`src/ehin_defines.svh`:
```
// constants for the fault frame, heartbeat and identity node
`ifndef EHIN_DEFINES_SVH
`define EHIN_DEFINES_SVH

// --------------------
// object indexes and sub-index counts
// --------------------
`define EHIN_IDX_FAULT_ID      16'h1014
`define EHIN_IDX_HB_CONSUMER   16'h1016
`define EHIN_IDX_HB_PRODUCER   16'h1017
`define EHIN_IDX_IDENTITY      16'h1018
`define EHIN_HB_CONSUMER_COUNT 8'h03
`define EHIN_IDENTITY_COUNT    8'h04

// --------------------
// identifiers and field positions
// --------------------
`define EHIN_FAULT_ID_BASE     11'h080
`define EHIN_SDO_RX_BASE       11'h600
`define EHIN_SDO_TX_BASE       11'h580
`define EHIN_HB_BASE           11'h700
`define EHIN_FAULT_INVALID_BIT 31
`define EHIN_FAULT_FORMAT_BIT  29
`define EHIN_FAULT_ZERO_HI     30
`define EHIN_FAULT_ZERO_LO     11
`define EHIN_HB_PROD_RESET     16'h0000
`define EHIN_FRAME_DLC         4'h8
`define EHIN_HB_DLC            4'h1

// --------------------
// service-data command and answer codes
// --------------------
`define EHIN_CS_DOWNLOAD       3'b001
`define EHIN_CS_UPLOAD         3'b010
`define EHIN_ANS_WRITE         8'h60
`define EHIN_ANS_READ4         8'h43
`define EHIN_ANS_READ2         8'h4B
`define EHIN_ANS_READ1         8'h4F
`define EHIN_ANS_ABORT         8'h80
`define EHIN_ABORT_CMD         32'h0504_0001
`define EHIN_ABORT_READ_ONLY   32'h0601_0002
`define EHIN_ABORT_NO_OBJECT   32'h0602_0000
`define EHIN_ABORT_NO_SUB      32'h0609_0011
`define EHIN_ABORT_RANGE       32'h0609_0030

// --------------------
// network management and error behaviour
// --------------------
`define EHIN_NM_OPERATIONAL    7'h05
`define EHIN_BEHAVE_PREOP      8'h00
`define EHIN_BEHAVE_KEEP       8'h01
`define EHIN_BEHAVE_STOPPED    8'h02

// --------------------
// timing
// --------------------
`define EHIN_CLK_PERIOD_NS     4
`define EHIN_MS_NS             1000000
`define EHIN_MS_CYCLES         (`EHIN_MS_NS / `EHIN_CLK_PERIOD_NS)

`endif

```
`src/ehin_pkg.sv`:
```
// types shared by the fault frame, heartbeat and identity node
package ehin_pkg;

   // ---------------------------------------------------------------
   // frame carried to and from the bus controller
   // ---------------------------------------------------------------
   typedef struct packed {
      logic            valid;
      logic [10:0]     id;
      logic [3:0]      dlc;
      logic [7:0][7:0] data;
   } ehin_frame_type;

   // ---------------------------------------------------------------
   // fault snapshot
   // ---------------------------------------------------------------
   typedef struct packed {
      logic [15:0] code;
      logic [7:0]  register;
      logic [15:0] internal;
   } ehin_fault_type;

   typedef logic [2:0][23:0] ehin_consumer_type;

endpackage

```
`src/ehin_node.sv`:
```
// fault frame, heartbeat and identity objects behind the service-data server
`timescale 1ns/1ns
`include "ehin_defines.svh"
// Behaviour
// - fault frame identifier resets to 128 plus station number, valid; master may rewrite it
// - identifier bit 31 set means no fault frames are sent at all
// - identifier bits 0-10 hold the id; bits 11-30 must be zero, 29-bit ids refused
// - fault frames use the configured identifier and carry exactly eight bytes
// - a fault acknowledgement sends one fault frame with all eight bytes zero
// - bytes: error code low/high, error register, three zeros, internal code low/high
// - three consumer slots at sub-indexes 1-3; sub-index 0 reads 3, read-only
// - a consumer entry of zero disables that slot; it never times out
// - consumer entry: bits 0-15 interval in ms, 16-23 node, 24-31 unused
// - a heartbeat gap longer than the interval triggers the abort-connection reaction
// - own heartbeat sent every producer period in ms; period resets to zero
// - a producer period of zero sends no heartbeat
// - identity object read-only; sub 0 reads 4; subs 1-4 four 32-bit words
// - requests on 1536 plus station number, answers on 1408 plus station number
// - heartbeat loss: 0 operational to pre-operational, 1 no change, 2 stopped
module ehin_node #(
   parameter int          MS_CYCLES       = `EHIN_MS_CYCLES,
   parameter logic [31:0] MAKER_ID        = 32'h0000_0A5A, // arbitrary value
   parameter logic [31:0] TYPE_CODE       = 32'h0000_0001,
   parameter logic [31:0] SYSTEM_REVISION = 32'h0000_0001,
   parameter logic [31:0] UNIT_SERIAL     = 32'h0000_0001
)(
   input  wire logic                    core_clk,
   input  wire logic                    srst,
   input  wire logic [6:0]              station_number,
   input  wire ehin_pkg::ehin_frame_type rx_frame,
   input  wire logic                    tx_ready,
   output ehin_pkg::ehin_frame_type     tx_frame,
   input  wire logic                    fault_new,
   input  wire logic                    fault_ack,
   input  wire ehin_pkg::ehin_fault_type fault_info,
   input  wire logic [6:0]              network_management_state,
   input  wire logic [15:0]             abort_option_code,
   input  wire logic [7:0]              error_behaviour,
   output logic                         hb_lost,
   output logic [2:0]                   hb_lost_slots,
   output logic [15:0]                  abort_reaction,
   output logic                         nm_to_preop,
   output logic                         nm_to_stopped
);
   import ehin_pkg::*;

   // --------------------
   // state
   // --------------------
   logic [31:0]       fault_id_q, fault_id_d;
   ehin_consumer_type cons_q, cons_d;
   logic [15:0]       prod_q, prod_d;
   ehin_fault_type    snap_q, snap_d;
   logic              pend_fault_q, pend_fault_d;
   logic              pend_ack_q, pend_ack_d;
   logic              pend_hb_q, pend_hb_d;
   logic              pend_sdo_q, pend_sdo_d;
   logic [7:0][7:0]   sdo_ans_q, sdo_ans_d;
   ehin_frame_type    tx_q, tx_d;
   logic              lost_q, lost_d;
   logic [2:0]        slots_q, slots_d;
   logic [15:0]       react_q, react_d;
   logic              preop_q, preop_d;
   logic              stop_q, stop_d;

   // --------------------
   // request decode, timer and arbitration scratch
   // --------------------
   logic              ms_tick;
   logic              hb_due;
   logic [2:0]        timeout;
   logic              req_hit;
   logic [7:0]        cmd;
   logic [15:0]       idx;
   logic [7:0]        sub;
   logic [31:0]       wval;
   logic [31:0]       rval;
   logic [7:0]        rcs;
   logic [31:0]       abort_code;
   logic              is_abort;
   logic              load;
   logic              fault_ok;

   ehin_hb_producer #(
      .MS_CYCLES (MS_CYCLES)
   ) u_producer (
      .core_clk (core_clk),
      .srst     (srst),
      .period   (prod_q),
      .ms_tick  (ms_tick),
      .hb_due   (hb_due)
   );

   ehin_hb_consumer u_consumer (
      .core_clk (core_clk),
      .srst     (srst),
      .ms_tick  (ms_tick),
      .entries  (cons_q),
      .rx_frame (rx_frame),
      .timeout  (timeout)
   );

   // --------------------
   // service-data server
   // --------------------
   always_comb begin
      // a second request while an answer waits is dropped, not queued
      req_hit    = rx_frame.valid && rx_frame.dlc == `EHIN_FRAME_DLC && !pend_sdo_q &&
                   rx_frame.id == 11'(`EHIN_SDO_RX_BASE + {4'h0, station_number});
      cmd        = rx_frame.data[0];
      idx        = {rx_frame.data[2], rx_frame.data[1]};
      sub        = rx_frame.data[3];
      wval       = {rx_frame.data[7], rx_frame.data[6], rx_frame.data[5], rx_frame.data[4]};
      rval       = '0;
      rcs        = `EHIN_ANS_WRITE;
      abort_code = '0;
      is_abort   = 1'b0;
      fault_id_d = fault_id_q;
      cons_d     = cons_q;
      prod_d     = prod_q;
      if (cmd[7:5] == `EHIN_CS_UPLOAD) begin
         rcs = `EHIN_ANS_READ4;
         unique case (idx)
            `EHIN_IDX_FAULT_ID: begin
               if (sub == 8'h00) rval = fault_id_q;
               else abort_code = `EHIN_ABORT_NO_SUB;
            end
            `EHIN_IDX_HB_CONSUMER: begin
               if (sub == 8'h00) begin
                  rval = {24'h00_0000, `EHIN_HB_CONSUMER_COUNT};
                  rcs  = `EHIN_ANS_READ1;
               end else if (sub <= `EHIN_HB_CONSUMER_COUNT) begin
                  rval = {8'h00, cons_q[sub[1:0] - 2'd1]};
               end else abort_code = `EHIN_ABORT_NO_SUB;
            end
            `EHIN_IDX_HB_PRODUCER: begin
               if (sub == 8'h00) begin
                  rval = {16'h0000, prod_q};
                  rcs  = `EHIN_ANS_READ2;
               end else abort_code = `EHIN_ABORT_NO_SUB;
            end
            `EHIN_IDX_IDENTITY: begin
               unique case (sub)
                  8'h00: begin
                     rval = {24'h00_0000, `EHIN_IDENTITY_COUNT};
                     rcs  = `EHIN_ANS_READ1;
                  end
                  8'h01: rval = MAKER_ID;
                  8'h02: rval = TYPE_CODE;
                  8'h03: rval = SYSTEM_REVISION;
                  8'h04: rval = UNIT_SERIAL;
                  default: abort_code = `EHIN_ABORT_NO_SUB;
               endcase
            end
            default: abort_code = `EHIN_ABORT_NO_OBJECT;
         endcase
      end else if (cmd[7:5] == `EHIN_CS_DOWNLOAD && cmd[1]) begin
         unique case (idx)
            `EHIN_IDX_FAULT_ID: begin
               if (sub != 8'h00) abort_code = `EHIN_ABORT_NO_SUB;
               else if (wval[`EHIN_FAULT_ZERO_HI:`EHIN_FAULT_ZERO_LO] != '0) abort_code = `EHIN_ABORT_RANGE;
               else if (req_hit) fault_id_d = wval;
            end
            `EHIN_IDX_HB_CONSUMER: begin
               if (sub == 8'h00) abort_code = `EHIN_ABORT_READ_ONLY;
               else if (sub <= `EHIN_HB_CONSUMER_COUNT) begin
                  if (req_hit) cons_d[sub[1:0] - 2'd1] = wval[23:0];
               end else abort_code = `EHIN_ABORT_NO_SUB;
            end
            `EHIN_IDX_HB_PRODUCER: begin
               if (sub != 8'h00) abort_code = `EHIN_ABORT_NO_SUB;
               else if (req_hit) prod_d = wval[15:0];
            end
            `EHIN_IDX_IDENTITY: begin
               if (sub <= `EHIN_IDENTITY_COUNT) abort_code = `EHIN_ABORT_READ_ONLY;
               else abort_code = `EHIN_ABORT_NO_SUB;
            end
            default: abort_code = `EHIN_ABORT_NO_OBJECT;
         endcase
      end else begin
         abort_code = `EHIN_ABORT_CMD; // segmented transfers are not served here
      end
      is_abort = abort_code != '0;
      if (is_abort) begin
         rcs  = `EHIN_ANS_ABORT;
         rval = abort_code;
      end
      sdo_ans_d = sdo_ans_q;
      if (req_hit) begin
         sdo_ans_d = {rval[31:24], rval[23:16], rval[15:8], rval[7:0], sub, idx[15:8], idx[7:0], rcs};
      end
   end

   // --------------------
   // pending frames and transmit arbitration
   // --------------------
   always_comb begin
      fault_ok = !fault_id_q[`EHIN_FAULT_INVALID_BIT];
      load     = !tx_q.valid || tx_ready;
      tx_d     = tx_q;
      if (tx_ready) tx_d.valid = 1'b0;
      snap_d = snap_q;
      if (fault_new) snap_d = fault_info;
      pend_fault_d = pend_fault_q;
      pend_ack_d   = pend_ack_q;
      pend_hb_d    = pend_hb_q;
      pend_sdo_d   = pend_sdo_q;
      if (load) begin
         if (pend_fault_q && fault_ok) begin
            tx_d.valid = 1'b1;
            tx_d.id    = fault_id_q[10:0];
            tx_d.dlc   = `EHIN_FRAME_DLC;
            tx_d.data  = {snap_q.internal[15:8], snap_q.internal[7:0], 8'h00, 8'h00, 8'h00,
                          snap_q.register, snap_q.code[15:8], snap_q.code[7:0]};
            pend_fault_d = 1'b0;
         end else if (pend_ack_q && fault_ok) begin
            tx_d.valid = 1'b1;
            tx_d.id    = fault_id_q[10:0];
            tx_d.dlc   = `EHIN_FRAME_DLC;
            tx_d.data  = '0;
            pend_ack_d = 1'b0;
         end else if (pend_sdo_q) begin
            tx_d.valid = 1'b1;
            tx_d.id    = 11'(`EHIN_SDO_TX_BASE + {4'h0, station_number});
            tx_d.dlc   = `EHIN_FRAME_DLC;
            tx_d.data  = sdo_ans_q;
            pend_sdo_d = 1'b0;
         end else if (pend_hb_q) begin
            tx_d.valid = 1'b1;
            tx_d.id    = 11'(`EHIN_HB_BASE + {4'h0, station_number});
            tx_d.dlc   = `EHIN_HB_DLC;
            tx_d.data  = {56'h0, 1'b0, network_management_state};
            pend_hb_d  = 1'b0;
         end
      end
      // sets win over the clears above; an invalid identifier drops fault frames
      if (fault_new) pend_fault_d = 1'b1;
      if (fault_ack) pend_ack_d = 1'b1;
      if (!fault_ok) begin
         pend_fault_d = 1'b0;
         pend_ack_d   = 1'b0;
      end
      if (hb_due) pend_hb_d = 1'b1;
      if (req_hit) pend_sdo_d = 1'b1;
   end

   // --------------------
   // heartbeat loss reaction
   // --------------------
   always_comb begin
      lost_d  = |timeout;
      slots_d = timeout;
      react_d = react_q;
      preop_d = 1'b0;
      stop_d  = 1'b0;
      if (|timeout) begin
         react_d = abort_option_code;
         unique case (error_behaviour)
            `EHIN_BEHAVE_PREOP:   preop_d = network_management_state == `EHIN_NM_OPERATIONAL;
            `EHIN_BEHAVE_KEEP:    preop_d = 1'b0;
            `EHIN_BEHAVE_STOPPED: stop_d = 1'b1;
            default:              preop_d = 1'b0;
         endcase
      end
   end

   always_ff @(posedge core_clk) begin
      if (srst) begin
         fault_id_q   <= {21'h00_0000, 11'(`EHIN_FAULT_ID_BASE + {4'h0, station_number})};
         cons_q       <= '0;
         prod_q       <= `EHIN_HB_PROD_RESET;
         snap_q       <= '0;
         pend_fault_q <= 1'b0;
         pend_ack_q   <= 1'b0;
         pend_hb_q    <= 1'b0;
         pend_sdo_q   <= 1'b0;
         sdo_ans_q    <= '0;
         tx_q         <= '0;
         lost_q       <= 1'b0;
         slots_q      <= '0;
         react_q      <= '0;
         preop_q      <= 1'b0;
         stop_q       <= 1'b0;
      end else begin
         fault_id_q   <= fault_id_d;
         cons_q       <= cons_d;
         prod_q       <= prod_d;
         snap_q       <= snap_d;
         pend_fault_q <= pend_fault_d;
         pend_ack_q   <= pend_ack_d;
         pend_hb_q    <= pend_hb_d;
         pend_sdo_q   <= pend_sdo_d;
         sdo_ans_q    <= sdo_ans_d;
         tx_q         <= tx_d;
         lost_q       <= lost_d;
         slots_q      <= slots_d;
         react_q      <= react_d;
         preop_q      <= preop_d;
         stop_q       <= stop_d;
      end
   end

   assign tx_frame       = tx_q;
   assign hb_lost        = lost_q;
   assign hb_lost_slots  = slots_q;
   assign abort_reaction = react_q;
   assign nm_to_preop    = preop_q;
   assign nm_to_stopped  = stop_q;

endmodule

```
`src/ehin_hb_producer.sv`:
```
// millisecond tick and own heartbeat period timer
`timescale 1ns/1ns
`include "ehin_defines.svh"
module ehin_hb_producer #(
   parameter int MS_CYCLES = `EHIN_MS_CYCLES
)(
   input  wire logic        core_clk,
   input  wire logic        srst,
   input  wire logic [15:0] period,
   output logic             ms_tick,
   output logic             hb_due
);
   import ehin_pkg::*;

   localparam int TW = $clog2(MS_CYCLES + 1);

   logic [TW-1:0] tick_cnt_q;
   logic [TW-1:0] tick_cnt_d;
   logic [15:0]   ms_cnt_q;
   logic [15:0]   ms_cnt_d;
   logic          due_q;
   logic          due_d;
   logic          tick_q;
   logic          tick_d;

   // ---------------------------------------------------------------
   // next state
   // ---------------------------------------------------------------
   always_comb begin
      tick_d     = 1'b0;
      tick_cnt_d = tick_cnt_q + TW'(1);
      if (tick_cnt_q == TW'(MS_CYCLES - 1)) begin
         tick_cnt_d = '0;
         tick_d     = 1'b1;
      end
      due_d    = 1'b0;
      ms_cnt_d = ms_cnt_q;
      if (period == 16'h0000) begin
         ms_cnt_d = '0;
      end else if (tick_q) begin
         // >= catches a period lowered below the running count
         if (ms_cnt_q + 16'h0001 >= period) begin
            ms_cnt_d = '0;
            due_d    = 1'b1;
         end else begin
            ms_cnt_d = ms_cnt_q + 16'h0001;
         end
      end
   end

   always_ff @(posedge core_clk) begin
      if (srst) begin
         tick_cnt_q <= '0;
         tick_q     <= 1'b0;
         ms_cnt_q   <= '0;
         due_q      <= 1'b0;
      end else begin
         tick_cnt_q <= tick_cnt_d;
         tick_q     <= tick_d;
         ms_cnt_q   <= ms_cnt_d;
         due_q      <= due_d;
      end
   end

   assign ms_tick = tick_q;
   assign hb_due  = due_q;

endmodule

```
`src/ehin_hb_consumer.sv`:
```
// monitoring of three remote heartbeat producers
`timescale 1ns/1ns
`include "ehin_defines.svh"
module ehin_hb_consumer (
   input  wire logic                       core_clk,
   input  wire logic                       srst,
   input  wire logic                       ms_tick,
   input  wire ehin_pkg::ehin_consumer_type entries,
   input  wire ehin_pkg::ehin_frame_type    rx_frame,
   output logic [2:0]                      timeout
);
   import ehin_pkg::*;

   genvar s;
   generate
      for (s = 0; s < 3; s++) begin : g_slot
         logic        armed_q;
         logic        armed_d;
         logic [15:0] cnt_q;
         logic [15:0] cnt_d;
         logic        to_q;
         logic        to_d;
         logic        seen;

         // ---------------------------------------------------------------
         // per slot watchdog
         // ---------------------------------------------------------------
         always_comb begin
            seen    = rx_frame.valid && rx_frame.dlc != 4'h0 &&
                      rx_frame.id == 11'(`EHIN_HB_BASE + {3'b000, entries[s][23:16]});
            armed_d = armed_q;
            cnt_d   = cnt_q;
            to_d    = 1'b0;
            if (entries[s][15:0] == 16'h0000) begin
               armed_d = 1'b0;
               cnt_d   = '0;
            end else if (seen) begin
               armed_d = 1'b1; // monitoring starts at first heartbeat
               cnt_d   = '0;
            end else if (armed_q && ms_tick) begin
               if (cnt_q >= entries[s][15:0]) begin
                  to_d    = 1'b1;
                  armed_d = 1'b0; // one event per loss, not a flood
                  cnt_d   = '0;
               end else begin
                  cnt_d = cnt_q + 16'h0001;
               end
            end
         end

         always_ff @(posedge core_clk) begin
            if (srst) begin
               armed_q <= 1'b0;
               cnt_q   <= '0;
               to_q    <= 1'b0;
            end else begin
               armed_q <= armed_d;
               cnt_q   <= cnt_d;
               to_q    <= to_d;
            end
         end

         assign timeout[s] = to_q;
      end
   endgenerate

endmodule

```
`config.mk`:
```
export PLATFORM = sky130hd
export DESIGN_NAME = ehin_node
export DESIGN_NICKNAME = d
export VERILOG_FILES = /design/src/ehin_pkg.sv /design/src/ehin_node.sv /design/src/ehin_hb_producer.sv /design/src/ehin_hb_consumer.sv
export VERILOG_INCLUDE_DIRS = /design/src
export SDC_FILE = /design/constraint.sdc
export NUM_CORES = 1
export LEC_CHECK = 0
export BUFFER_PORTS_ARGS = -buffer_cell sky130_fd_sc_hd__clkbuf_2
export CAP_MARGIN = 5
export CORE_MARGIN = 3
export CORE_UTILIZATION = 25
export DETAILED_ROUTE_END_ITERATION = 12
export GPL_ROUTABILITY_DRIVEN = 1
export HOLD_SLACK_MARGIN = 0.08
export PLACE_DENSITY = 0.42
export SYNTH_ARGS = -nofsm -noshare
export SYNTH_HDL_FRONTEND = slang
export SYNTH_HIERARCHICAL = 1
export SYNTH_SLANG_ARGS = --single-unit
```
`constraint.sdc`:
```
create_clock -name core_clk -period 5.45 [get_ports core_clk]
set_input_delay 0.8175 -clock core_clk [delete_from_list [all_inputs] [get_ports core_clk]]
set_output_delay 0.8175 -clock core_clk [all_outputs]
set_load 0.02 [all_outputs]
```
# ---- Word level (Yosys, flattened, before mapping)
# Index checks and enable logic that the tools add are counted.
dict set report word_totals {
  register_bits 420
  in_bits 163
  output_inout_bits 102
  wordCells 263
}
dict set report op_classes {
  add_sub_neg 13
  magnitude_cmp 8
  n_eq_ne 27
  mux 79
  n_bitwise 10
  reduce_logical 76
}
# cell count
set op_table {}
lappend op_table {{80-bit two-way mux} 5}
lappend op_table {{32-bit one-hot mux with 4 select lines} 2}
lappend op_table {{27-bit two-way mux} 8}
lappend op_table {{32-bit two-way mux} 5}
lappend op_table {{24-bit two-way mux} 4}
lappend op_table {{32-bit one-hot mux with 3 select lines} 1}
lappend op_table {{16-bit two-way mux} 5}
lappend op_table {{11-bit two-way mux} 7}
lappend op_table {{72-bit bitwise mux} 1}
lappend op_table {{16-bit by 1-bit adder with 16-bit output (second input constant)} 4}
lappend op_table {{16-bit by 13-bit == test with 1-bit output (second input constant)} 4}
lappend op_table {{16-bit >= comparator} 4}
lappend op_table {{16-bit logical NOT} 4}
lappend op_table {{24-bit binary-select mux with 2-bit select} 1}
lappend op_table {{24-bit demux with 2-bit select} 1}
lappend op_table {{11-bit == test} 4}
lappend op_table {{12-bit one-hot mux with 3 select lines} 1}
lappend op_table {{1-bit two-way mux} 32}
lappend op_table {{32-bit nonzero test} 1}
lappend op_table {{9-bit by 9-bit adder with 10-bit output (first input constant)} 3}
lappend op_table {{2-bit nonzero test} 15}
lappend op_table {{8-bit by 2-bit == test with 1-bit output (second input constant)} 3}
lappend op_table {{3-bit OR reduction} 7}
lappend op_table {{20-bit two-way mux} 1}
lappend op_table {{other kinds (39)} 90}

# ---- Depth between registers and ports, before layout
# Gate-level depths: netlist of run 1.
dict set report logic_depth {
  word_depth 11
  ltp_mapped 13
  ltp_nobuf 13
}

# ---- Cells and area by module
# The synthesis of run 1 kept the hierarchy.
# module n_inst cells_each area_per_inst_um2 seq_area_each_um2
set by_module_without_submodules {}
lappend by_module_without_submodules {ehin_node 1 1599 13510.5 6636.4}
lappend by_module_without_submodules {ehin_hb_consumer 1 493 4232.8 1081.0}
lappend by_module_without_submodules {ehin_hb_producer 1 253 2150.8 720.7}

# ---- Least setup slack after synthesis of run 1
# No wires, ideal clock.
dict set report synth_timing {
  path_type {in2reg}
  start {input rx_frame[24] in the netlist's numbering}
  end {register fault_id_q[0] (enable)}
  setup_time_ns 0.339
  t_arrival_ns 2.995
  required_ns 5.111
  path_slack_ns 2.116
  path_stages 11
  path_buffers 3
  path_cell_list {inv_1 clkbuf_1 ha_1 nor4b_2 and2_0 clkbuf_1 and3_1 buf_4 nand4_1 and2_1 inv_1}
}
dict set report synth_between {
  elab_chain_cells 3
}
# element line
set synth_lines {}
lappend synth_lines {{start: declaration} ehin_node.sv:30} ;# input wire ehin_pkg::ehin_frame_type rx_frame,
lappend synth_lines {{8-bit nonzero test} ehin_node.sv:160} ;# if (sub != 8'h00) abort_code = `EHIN_ABORT_NO_SUB;
lappend synth_lines {{2-bit inequality test (no line)} --}
lappend synth_lines {{6-bit AND reduction (no line)} --}
lappend synth_lines {{end signal: assignment} ehin_node.sv:269} ;# fault_id_q <= {21'h00_0000, 11'(`EHIN_FAULT_ID_BASE + {4'h0, station_number})};
lappend synth_lines {{end signal: assignment} ehin_node.sv:285} ;# fault_id_q <= fault_id_d;
lappend synth_lines {{end: declaration} ehin_node.sv:50} ;# logic [31:0] fault_id_q, fault_id_d;
# Every way passes these cells.
# A chain may end at the register's enable or synchronous reset.

# ---- Worst setup path after layout of run 1
dict set report layout_timing {
  start {register u_producer.ms_cnt_q[2]}
  end {register u_producer.ms_cnt_q[13]}
}
dict set report layout_between {
  elab_chain_cells 3
}
# element line
set layout_lines {}
lappend layout_lines {{start: declaration} ehin_hb_producer.sv:19} ;# logic [15:0] ms_cnt_q;
lappend layout_lines {{start signal: assignment} ehin_hb_producer.sv:60} ;# ms_cnt_q <= ms_cnt_d;
lappend layout_lines {{16-bit by 1-bit adder with 16-bit output *} {ehin_hb_producer.sv:42, ehin_hb_producer.sv:46}}
lappend layout_lines {{16-bit >= comparator} ehin_hb_producer.sv:42} ;# if (ms_cnt_q + 16'h0001 >= period) begin
lappend layout_lines {{16-bit two-way mux *} ehin_hb_producer.sv:42}
# Every way passes the cells marked *; elsewhere a longest branch is shown, timed or not.

==> out/qor.txt, run 1 <==
Static leakage -> 8.80 nW
DIE HEIGHT -> 288 um
DP Wirelength -> 51900 um
Final Wtd Congestion -> 0.843
TNS Setup -> 0 ns
Row count -> 102
Max_cap viols -> 0
Vias in the first global route -> 17100
CP Data Arrival Time -> 4.21 ns
Worst Setup Start Kind -> flip-flop
Syn Area/Cell -> 8.48 sq um
Initial antenna violation count -> 2
Comb pwr share -> 7.1%
Area growth from synthesis to layout -> 20.0%
First-pass GRT wire length -> 106000 um
Pwr/cell area -> 301 nW/um^2
Ys Warns -> 6
DR vias -> 17800
Io pins -> 265
Clock Tree Root -> clkbuf_16
Initial drt markers -> 1342
Mapped Cells -> 2345
CTS Sinks -> 416
Critical-path cell list -> nand4_1 -> nor4_2 -> and3_1 -> nand3_1 -> xnor2_1 -> ha_1 -> nand4_2 -> nor2_2 -> or4b_1 -> and3_4 -> o21ai_2 -> nor2_1
Clock Path Buffers -> 3
Commonest cells post-synth -> dfxtp_1, nand2_1, a21oi_1
Seq cells post-synth -> 416
Async set-reset flop share out of synthesis -> 0%
EDFF count, synth -> 11
Worst-margin pin slew -> 1.13 ns
Detail Route Antenna Nets -> 0
Gr usage total -> 16.5%
Post-Syn Area -> 19900 sq um
CP endpoint kind -> flip-flop
Switching pwr -> 0.00178 W
Final number of hold-violating endpoints -> 0
Core area -> 78100 sq um
First-pass DRT Iterations -> 7
Register area share after synthesis -> 42.4%
Fin cells -> 3616
Critical setup path kind -> flip-flop to flip-flop
Power share of the clock group -> 48.9%
Hold crit path type -> flip-flop to flip-flop
Fin Clk Skew -> 0.0275 ns
Placed cells -> 3519
Num CTS Buffers -> 51
GRT overflow -> 0
WL met2 -> 31700 um
Nets -> 2769
Setup Buffers After CTS -> 0
Status -> finished clean
Reg power frac -> 44.0%
Post-synth top area share -> 40.8%
Worst-path clk slew -> 0.06 ns
Die area -> 83000 sq um
Die W -> 288 um
Library cells used by synthesis -> 96
Filler Cell Count -> 8438
Post_cts resized -> 0
CTS tree -> built
PortBufs -> 258
Clock latency on the worst-skew pair -> 0.61 ns
Largest net degree at the start of global routing -> 152
Post-layout min period -> 3.76 ns
Fmax -> 266 MHz
Most common cell in the netlist -> dfxtp_1
Initial core utilization -> 25.5%
Met1 wire length -> 33800 um
Synth top area cells -> dfxtp_1, nand2_1, a21oi_1
Drt total wl -> 70900 um
VDD IR max -> 0.232 mV
RSZ-0062 raised after global routing -> false
Sw Ratio -> 24.8%
Slew headroom -> 25.0%
Top sig layer -> met4
Vias per cell -> 4.91
Max-slew violations -> 0
Ys flop type -> dfxtp_1
DR WL/cell -> 19.6 um
Slowest-stage cell, CP -> dfxtp_1
DRC -> 0
Final setup violating endpoints -> 0
Slowest Stage Delay on Critical Path -> 0.49 ns
Ratio of cells with drive above 1 in the final layout -> 18.1%
CP required -> 5.91 ns
Htree depth -> 2
Met3 routed WL -> 4410 um
Pint -> 0.00540 W
Largest area contributor in the synthesized netlist -> dfxtp_1
Critical path fanouts, max -> 10
Tcrit/Tclk final -> 68.9%
Number of hold-repair buffers added at the cts stage -> 0
## final cells by class
type	count	area (sq um)	share of cell area (%)
multi-input combinational	1690	10500	44.0
sequential	416	8440	35.3
clock buffer	77	1590	6.64
timing repair buffer	287	1530	6.41
tap	1040	1300	5.45
inverter	87	327	1.37
clock inverter	17	186	0.781
antenna	2	5.00	0.0210
## layout by cell type (no fill, tap or decap), drive strengths merged, types with 39 or more instances in the layout
master    n
and3     45
ha       73
xor2     67
nor4     39
nand4    46
nand3    70
xnor2    48
inv      89
nor2    193
nand2   393
a21oi   233
dfxtp   405
mux2i    66
clkbuf  334
nor3     87
## power by group through the flow
stage / clock network [W] / logic, W / registers, W
final: 0.00351 / 0.000508 / 0.00316
after global routing: 0.00376 / 0.000551 / 0.00316
after CTS: 0.00363 / 0.000510 / 0.00316
after detailed placement: 0 / 0.000508 / 0.00323
after global placement: 0 / 0.000506 / 0.00322
after floorplan: 0 / 0.000238 / 0.00326
## kinds of logic (layout without fill, tap and decap cells)
| family | after synthesis | count (layout) | share of synthesized area [%] |
|---|---|---|---|
| XOR/XNOR | 115 | 115 | 5.06 |
| AND/OR/NAND/NOR | 970 | 970 | 23.9 |
| other | 1 | 4 | 0.0188 |
| multiplexers | 74 | 74 | 3.77 |
| AO/OA/AOI/OAI | 456 | 456 | 15.1 |
| adder cells (fa/ha/maj) | 73 | 73 | 4.59 |
| flip-flops | 416 | 416 | 42.4 |
| buffers and inverters | 240 | 468 | 5.09 |
## path summary, 6_finish.rpt
check,from,endpoint,slack [ns],cells after the start
setup / recovery,u_producer/ms_cnt_q[2]$_SDFFE_PP0P_,u_producer/ms_cnt_q[13]$_SDFFE_PP0P_,1.69,12
hold / removal,u_producer/tick_cnt_q[0]$_SDFF_PP0_,u_producer/tick_cnt_q[0]$_SDFF_PP0_,0.44,1
setup reg to reg,u_producer/ms_cnt_q[2]$_SDFFE_PP0P_,u_producer/ms_cnt_q[13]$_SDFFE_PP0P_,1.69,12
hold reg to reg,u_producer/tick_cnt_q[0]$_SDFF_PP0_,u_producer/tick_cnt_q[0]$_SDFF_PP0_,0.44,1
## critical path, delay by kind of cell, from the launching register on
| kind | cells | cell delay, ns |
|---|---|---|
| fa+ha+maj | 1 | 0.32 |
| simple gates | 9 | 2.21 |
| flops | 1 | 0.49 |
| compound gates | 1 | 0.42 |
| xor+xnor | 1 | 0.17 |
## flip-flops by register name, indices dropped and copies added, names as in the netlist, 18 cells and up
signal,count
fault_id_q,32
tx_frame,78
u_consumer/g_slot.cnt_q,48
u_producer/tick_cnt_q,18
cons_q,72
snap_q,40
sdo_ans_q,62
## routing by layer
metal / global-route usage [%] / up-vias
met4: 2.95 / 0
met2: 26.3 / 530
met5: 0 / -
li1: - / 8643
met1: 23.7 / 8528
met3: 2.73 / 67
## per-stage QoR
step	util, %	hold WS (ns)	instance area, sq um	total power [W]	worst slack [ns]
after floorplan	-	0.413	19900	0.00349	2.12
after global placement	28.3	0.428	22100	0.00373	1.57
after detailed placement	28.3	0.441	22100	0.00373	1.54
after CTS	30.6	0.406	23900	0.00730	1.69
after global routing	30.6	0.418	23900	0.00747	1.43
final	30.6	0.444	23900	0.00718	1.69
Power figures use the tool's default switching activity.
==> run 2: changes to the inputs <==
--- a/config.mk
+++ b/config.mk
@@ -6,6 +6,7 @@
 export SDC_FILE = /design/constraint.sdc
 export NUM_CORES = 1
 export LEC_CHECK = 0
+export ABC_AREA = 1
 export BUFFER_PORTS_ARGS = -buffer_cell sky130_fd_sc_hd__clkbuf_2
 export CAP_MARGIN = 5
 export CORE_MARGIN = 3
==> constraint.sdc (replaced) <==
create_clock -name core_clk -period 3.57 [get_ports core_clk]
set_input_delay 0.5355 -clock core_clk [delete_from_list [all_inputs] [get_ports core_clk]]
set_output_delay 0.5355 -clock core_clk [all_outputs]
set_load 0.02 [all_outputs]
==> run 2 against run 1 <==
Power rose by 49%. Via count grew 4.2%. Count of clock-buffer cells in the layout shrank 6. Cell count rose by 14%. Critical path depth grew 2. Combinational power up 57%. Worst hold slack lost 0.28 ns. Maximum frequency increased by 36%.
==> out/qor.txt, run 2 <==
Status -> finished clean
Met3 Use GR -> 2.63% (-0.099 points)
DIE HEIGHT -> 291 um (+0.99%)
Core area -> 79600 sq um (+2.0%)
Post-Syn Area -> 20300 sq um (+2.0%)
Largest area contributor in the synthesized netlist -> dfxtp_1
Final setup violating endpoints -> 0 (unchanged)
Final Wtd Congestion -> 0.840 (-0.37%)
Worst Setup Start Kind -> flip-flop
Num CTS Buffers -> 50 (-2.0%)
Clock Tree Root -> clkbuf_16
Critical setup path kind -> flip-flop to flip-flop
Met1 usage -> 22.8% (-0.94 points)
Fin Clk Skew -> 0.0205 ns (-0.00697 ns)
Die area -> 84600 sq um (+2.0%)
Detail Route Antenna Nets -> 0 (unchanged)
Setup Buffers After CTS -> 0 (unchanged)
Post-layout min period -> 2.76 ns (-1.00 ns)
Pint -> 0.00796 W (+47%)
Post-synth top area share -> 39.9% (-0.81 points)
TNS Setup -> 0 ns (unchanged)
Switching pwr -> 0.00274 W (+53%)
Reg power frac -> 45.1% (+1.1 points)
Pwr/cell area -> 442 nW/um^2 (+47%)
Initial antenna violation count -> 10 (+8)
VDD IR max -> 0.389 mV (+67%)
Library cells used by synthesis -> 59 (-39%)
CP required -> 4.03 ns (-1.88 ns)
Max-slew violations -> 0 (unchanged)
Worst-path clk slew -> 0.06 ns (about the same)
CP Data Arrival Time -> 3.22 ns (-0.99 ns)
Worst-margin pin slew -> 0.906 ns (-0.219 ns)
DRC -> 0 (unchanged)
Most frequent cells in the layout -> nor2_1, dfxtp_1, nand2_1
Synth top area cells -> dfxtp_1, nor2_1, nand2_1
EDFF count, synth -> 11 (unchanged)
Commonest non-fill, non-tap cell in the layout -> nor2_1
Comb pwr share -> 7.5% (+0.4 points)
Sw Ratio -> 25.6% (+0.77 points)
Ratio of cells with drive above 1 in the final layout -> 14.5% (-3.7 points)
Initial drt markers -> 968 (-28%)
Nets -> 3248 (+17%)
Ys flop type -> dfxtp_1
Clock latency on the worst-skew pair -> 0.60 ns (about the same)
Vias in the first global route -> 17900 (+4.9%)
Largest net degree at the start of global routing -> 107 (-30%)
First-pass GRT wire length -> 111000 um (+4.4%)
RSZ-0062 raised after global routing -> false
Critical path fanouts, max -> 11 (+1)
CP endpoint kind -> flip-flop
Post_cts resized -> 0 (unchanged)
Slew headroom -> 39.6% (+15 points)
Setup WS pre-CTS -> 0.705 ns (-0.839 ns)
CTS Sinks -> 416 (unchanged)
Die W -> 291 um (+0.99%)
Seq cells post-synth -> 416 (unchanged)
Final setup margin -> 0.815 ns (-0.879 ns)
GRT busiest layer -> met2
Drt total wl -> 72800 um (+2.7%)
Htree depth -> 2 (unchanged)
Number of flip-flops under the largest register name -> 78 (unchanged)
CTS tree -> built
Io pins -> 265 (unchanged)
Most common cell in the netlist -> nor2_1
GRT overflow -> 0 (unchanged)
Met2 usage -> 27.6% (+1.3 points)
DP Wirelength -> 54300 um (+4.8%)
Hold crit path type -> input port to flip-flop
Async set-reset flop share out of synthesis -> 0% (unchanged)
DR vias -> 18500 (+4.2%)
Power share of the clock group -> 47.4% (-1.5 points)
Number of hold-repair buffers added at the cts stage -> 0 (unchanged)
Vias per cell -> 4.51 (-8.2%)
Syn Area/Cell -> 7.24 sq um (-15%)
PortBufs -> 258 (unchanged)
First-pass DRT Iterations -> 5 (-2)
Gr usage total -> 16.7% (+0.15 points)
Max_cap viols -> 0 (unchanged)
Static leakage -> 10.0 nW (+14%)
DR WL/cell -> 17.7 um (-9.5%)
Final number of hold-violating endpoints -> 0 (unchanged)
Ys Warns -> 6 (unchanged)
Fmax -> 363 MHz (+36%)
Initial core utilization -> 25.5% (about the same)
Register area share after synthesis -> 41.6% (-0.84 points)
Commonest cells post-synth -> nor2_1, dfxtp_1, nand2_1
Row count -> 103 (+0.98%)
Clock Path Buffers -> 3 (unchanged)
Tcrit/Tclk final -> 77.2% (+8.3 points)
Area growth from synthesis to layout -> 19.3%
Mapped Cells -> 2802 (+19%)
run 2: cell count changes in the layout (fill, tap and decap cells not counted), moves of 30 or more:
cell	delta
a21oi_1	+30
a221oi_1	-31
and3_1	-43
inv_1	+225
mux2i_1	-63
nand3_1	+60
nor2_1	+238
nor3_1	-31
o21ai_0	+236
o21ai_1	+32
xnor2_1	-34
run 2: final cells by class:
class,count,area [sq um]
fill,8796,55400
multi-input combinational,1930,10000
sequential,416,8440
timing repair buffer,290,1580
clock buffer,71,1400
tap,1050,1310
inverter,324,1220
clock inverter,20,208
antenna,4,10.0
run 2: kinds of logic (layout without fill, tap and decap cells):
family                     count (synthesis)  in the layout  synth area share [%]
AOI/OAI and AO/OA                        652            652                  17.3
xor gates and xnor gates                  64             64                  2.80
adders and majority gates                 73             73                  4.50
buffers and inverters                    457            705                  9.13
DFF                                      416            416                  41.6
muxes                                      4              4                 0.203
other                                      1              6                0.0185
and+or+nand+nor                         1135           1135                  24.4
run 2: path summary, 6_finish.rpt:
kind,cells past startpoint,slack [ns],startpoint,end
hold reg to reg,2,0.43,u_consumer/g_slot[2].to_q$_SDFF_PP0_,hb_lost_slots[2]$_SDFF_PP0_
hold / removal,3,0.17,fault_info[39],snap_q[39]$_SDFFE_PP0P_
setup / recovery,14,0.81,u_producer/ms_cnt_q[0]$_SDFFE_PP0P_,u_producer/ms_cnt_q[8]$_SDFFE_PP0P_
setup reg to reg,14,0.81,u_producer/ms_cnt_q[0]$_SDFFE_PP0P_,u_producer/ms_cnt_q[8]$_SDFFE_PP0P_
run 2: per-stage QoR:
| stage | utilization, % | cells | power, W | hold slack (ns) | instance area, sq um |
|---|---|---|---|---|---|
| CTS | 30.4 | 4101 | 0.0109 | 0.128 | 24200 |
| global route | 30.4 | 4103 | 0.0111 | 0.145 | 24200 |
| global placement | 28.4 | 4010 | 0.00574 | 0.434 | 22600 |
| finish | 30.4 | 4105 | 0.0107 | 0.166 | 24200 |
| floorplan | - | 2803 | 0.00534 | 0.413 | 20300 |
| detailed placement | 28.4 | 4010 | 0.00573 | 0.435 | 22600 |
run 2: worst max-delay path, cell delays in order, from the launching register on:
cell	delay [ns]
dfxtp_1	0.42
ha_1	0.23
nand2_2	0.10
nor2_1	0.20
nand4_1	0.12
nand2_1	0.13
inv_1	0.06
ha_1	0.27
nand4_1	0.11
nor3_1	0.19
nand2_1	0.16
nand2_1	0.09
nand2_1	0.07
inv_1	0.37
nor2_1	0.09
run 2: metal layers:
layer | up-vias | routed length (um)
li1 | 9675 | -
met1 | 8444 | 34900
met2 | 316 | 33500
met3 | 80 | 2840
met4 | 4 | 1520
met5 | - | 32
run 2: power by group through the flow:
stage / sequential (W) / clock [W] / combinational [W]
after floorplan: 0.00498 / 0 / 0.000364
after global placement: 0.00492 / 0 / 0.000811
after detailed placement: 0.00493 / 0 / 0.000805
after CTS: 0.00482 / 0.00524 / 0.000808
after global routing: 0.00483 / 0.00541 / 0.000883
final: 0.00482 / 0.00507 / 0.000797
==> run 3: changes to the inputs <==
==> constraint.sdc (replaced) <==
create_clock -name core_clk -period 2.85 [get_ports core_clk]
set_input_delay 0.4275 -clock core_clk [delete_from_list [all_inputs] [get_ports core_clk]]
set_output_delay 0.4275 -clock core_clk [all_outputs]
set_load 0.02 [all_outputs]
==> run 3 against run 2 <==
Clock skew increased by 0.0081 ns. Critical path depth increased by 3. Largest cell class unchanged. Setup slack got worse by 0.46 ns.
==> out/qor.txt, run 3 (same netlist as run 2, synthesis figures left out) <==
Io pins -> 265 (unchanged)
CP Data Arrival Time -> 2.97 ns (-0.25 ns)
DR vias -> 19000 (+2.4%)
CTS tree -> built
TNS Setup -> 0 ns (unchanged)
GRT overflow -> 0 (unchanged)
Detail Route Antenna Nets -> 0 (unchanged)
Static leakage -> 10.5 nW (+5.0%)
RSZ-0062 raised after global routing -> false
Vias in the first global route -> 18300 (+2.2%)
Htree depth -> 2 (unchanged)
Final setup violating endpoints -> 0 (unchanged)
Drt total wl -> 73600 um (+1.1%)
Initial drt markers -> 885 (-8.6%)
Pwr/cell area -> 537 nW/um^2 (+22%)
Initial core utilization -> 25.5% (unchanged)
Final number of hold-violating endpoints -> 0 (unchanged)
Clock Tree Root -> clkbuf_16
Worst Setup Start Kind -> flip-flop
Row count -> 103 (unchanged)
CTS Sinks -> 416 (unchanged)
Max_cap viols -> 0 (unchanged)
Worst-margin pin slew -> 0.590 ns (-0.316 ns)
DP Wirelength -> 54900 um (+1.1%)
Status -> finished clean
Worst-path clk slew -> 0.06 ns (about the same)
Clock latency on the worst-skew pair -> 0.60 ns (about the same)
Slew headroom -> 60.6% (+21 points)
Initial antenna violation count -> 6 (-4)
Final Wtd Congestion -> 0.811 (-3.4%)
Clock Path Buffers -> 3 (unchanged)
Vias per cell -> 4.52 (+0.12%)
Largest net degree at the start of global routing -> 83 (-22%)
Num CTS Buffers -> 49 (-2.0%)
DIE HEIGHT -> 291 um (unchanged)
CP required -> 3.33 ns (-0.70 ns)
Gr usage total -> 16.9% (+0.24 points)
CP endpoint kind -> flip-flop
Setup Buffers After CTS -> 0 (unchanged)
Die area -> 84600 sq um (unchanged)
Core area -> 79600 sq um (unchanged)
PortBufs -> 258 (unchanged)
Most frequent cells in the layout -> nor2_1, dfxtp_1, nand2_1
Die W -> 291 um (unchanged)
Critical path fanouts, max -> 11 (unchanged)
Hold crit path type -> input port to flip-flop
Fin Clk Skew -> 0.0287 ns (+0.00814 ns)
Number of flip-flops under the largest register name -> 78 (unchanged)
Ratio of cells with drive above 1 in the final layout -> 15.0% (+0.57 points)
Fmax -> 401 MHz (+10%)
Finished Cell Area -> 25300 sq um (+4.4%)
Commonest non-fill, non-tap cell in the layout -> nor2_1
Nets -> 3348 (+3.1%)
DP Area -> 22900 sq um (+1.2%)
First-pass DRT Iterations -> 5 (unchanged)
VDD IR max -> 0.381 mV (-2.0%)
Area growth from synthesis to layout -> 24.5%
DR WL/cell -> 17.5 um (-1.2%)
First-pass GRT wire length -> 112000 um (+1.2%)
Critical setup path kind -> flip-flop to flip-flop
Max-slew violations -> 0 (unchanged)
DRC -> 0 (unchanged)
Post-layout min period -> 2.49 ns (-0.262 ns)
Tcrit/Tclk final -> 87.5% (+10 points)
==> run 3: worst paths after layout <==
kind	startpoint	end	slack (ns)	cells after the start
worst min-delay path	rx_frame[33]	prod_q[1]$_SDFFE_PP0P_	0.12	3
worst max register to register	u_producer/ms_cnt_q[0]$_SDFFE_PP0P_	u_producer/ms_cnt_q[6]$_SDFFE_PP0P_	0.36	17
worst max-delay path	u_producer/ms_cnt_q[0]$_SDFFE_PP0P_	u_producer/ms_cnt_q[6]$_SDFFE_PP0P_	0.36	17
worst min register to register	u_consumer/g_slot[0].to_q$_SDFF_PP0_	hb_lost_slots[0]$_SDFF_PP0_	0.43	2
==> run 3: power by group <==
group	switching (W)	internal [W]	leakage, nW
clock	0.00262	0.00379	0.810
sequential	0.0000724	0.00597	3.39
combinational	0.000727	0.000388	6.29
==> run 3: cell type report <==
| cell class | count | area, sq um |
|---|---|---|
| diodes | 1 | 2.50 |
| clock buffers | 71 | 1450 |
| clock inverters | 16 | 188 |
| fillers | 8803 | 54400 |
| inverters | 324 | 1220 |
| multi-input cells | 1930 | 10000 |
| flip-flops and latches | 416 | 8440 |
| well taps | 1050 | 1310 |
| repair buffers | 391 | 2620 |
==> run 3: critical path: stages (launching register included) <==
cell and delay (ns):
dfxtp_1 0.41, ha_1 0.22, nand2_2 0.10, nor2_4 0.13
nand2_4 0.09, nor2_1 0.12, nand2_1 0.06, nand2_1 0.09
inv_1 0.05, ha_1 0.28, nand4_1 0.12, nor3_1 0.17
nand2_1 0.09, nand2_1 0.06, nand2_1 0.09, inv_1 0.12
buf_12 0.14, nor2_1 0.04
==> run 3: through the flow <==
stage | setup slack [ns] | total power (W) | util [%] | hold slack (ns) | std cells
2_1_floorplan | 0.364 | 0.00669 | - | 0.413 | 2803
3_3_place_gp | 0.262 | 0.00722 | 28.7 | 0.431 | 4035
3_5_place_dp | 0.258 | 0.00721 | 28.7 | 0.430 | 4035
4_1_cts | 0.331 | 0.0138 | 31.7 | 0.0853 | 4198
5_1_grt | 0.0693 | 0.0141 | 31.7 | 0.113 | 4198
6_report | 0.356 | 0.0136 | 31.7 | 0.120 | 4199
==> run 3: timing repair <==
action,4_1_cts,5_1_grt
endpoints found under the hold margin,75,0
gates resized for setup,0,0
endpoints found under the setup margin,0,0
hold buffers,76,0
==> run 3: routing by layer <==
layer | routed length (um) | vias to the layer above | track usage [%] | part of all wire, %
li1 | - | 9860 | - | -
met1 | 34900 | 8679 | 23.0 | 47
met2 | 33900 | 327 | 28.1 | 46
met3 | 3040 | 94 | 2.77 | 4.1
met4 | 1700 | 6 | 4.06 | 2.3
met5 | 43 | - | 0 | 0.058
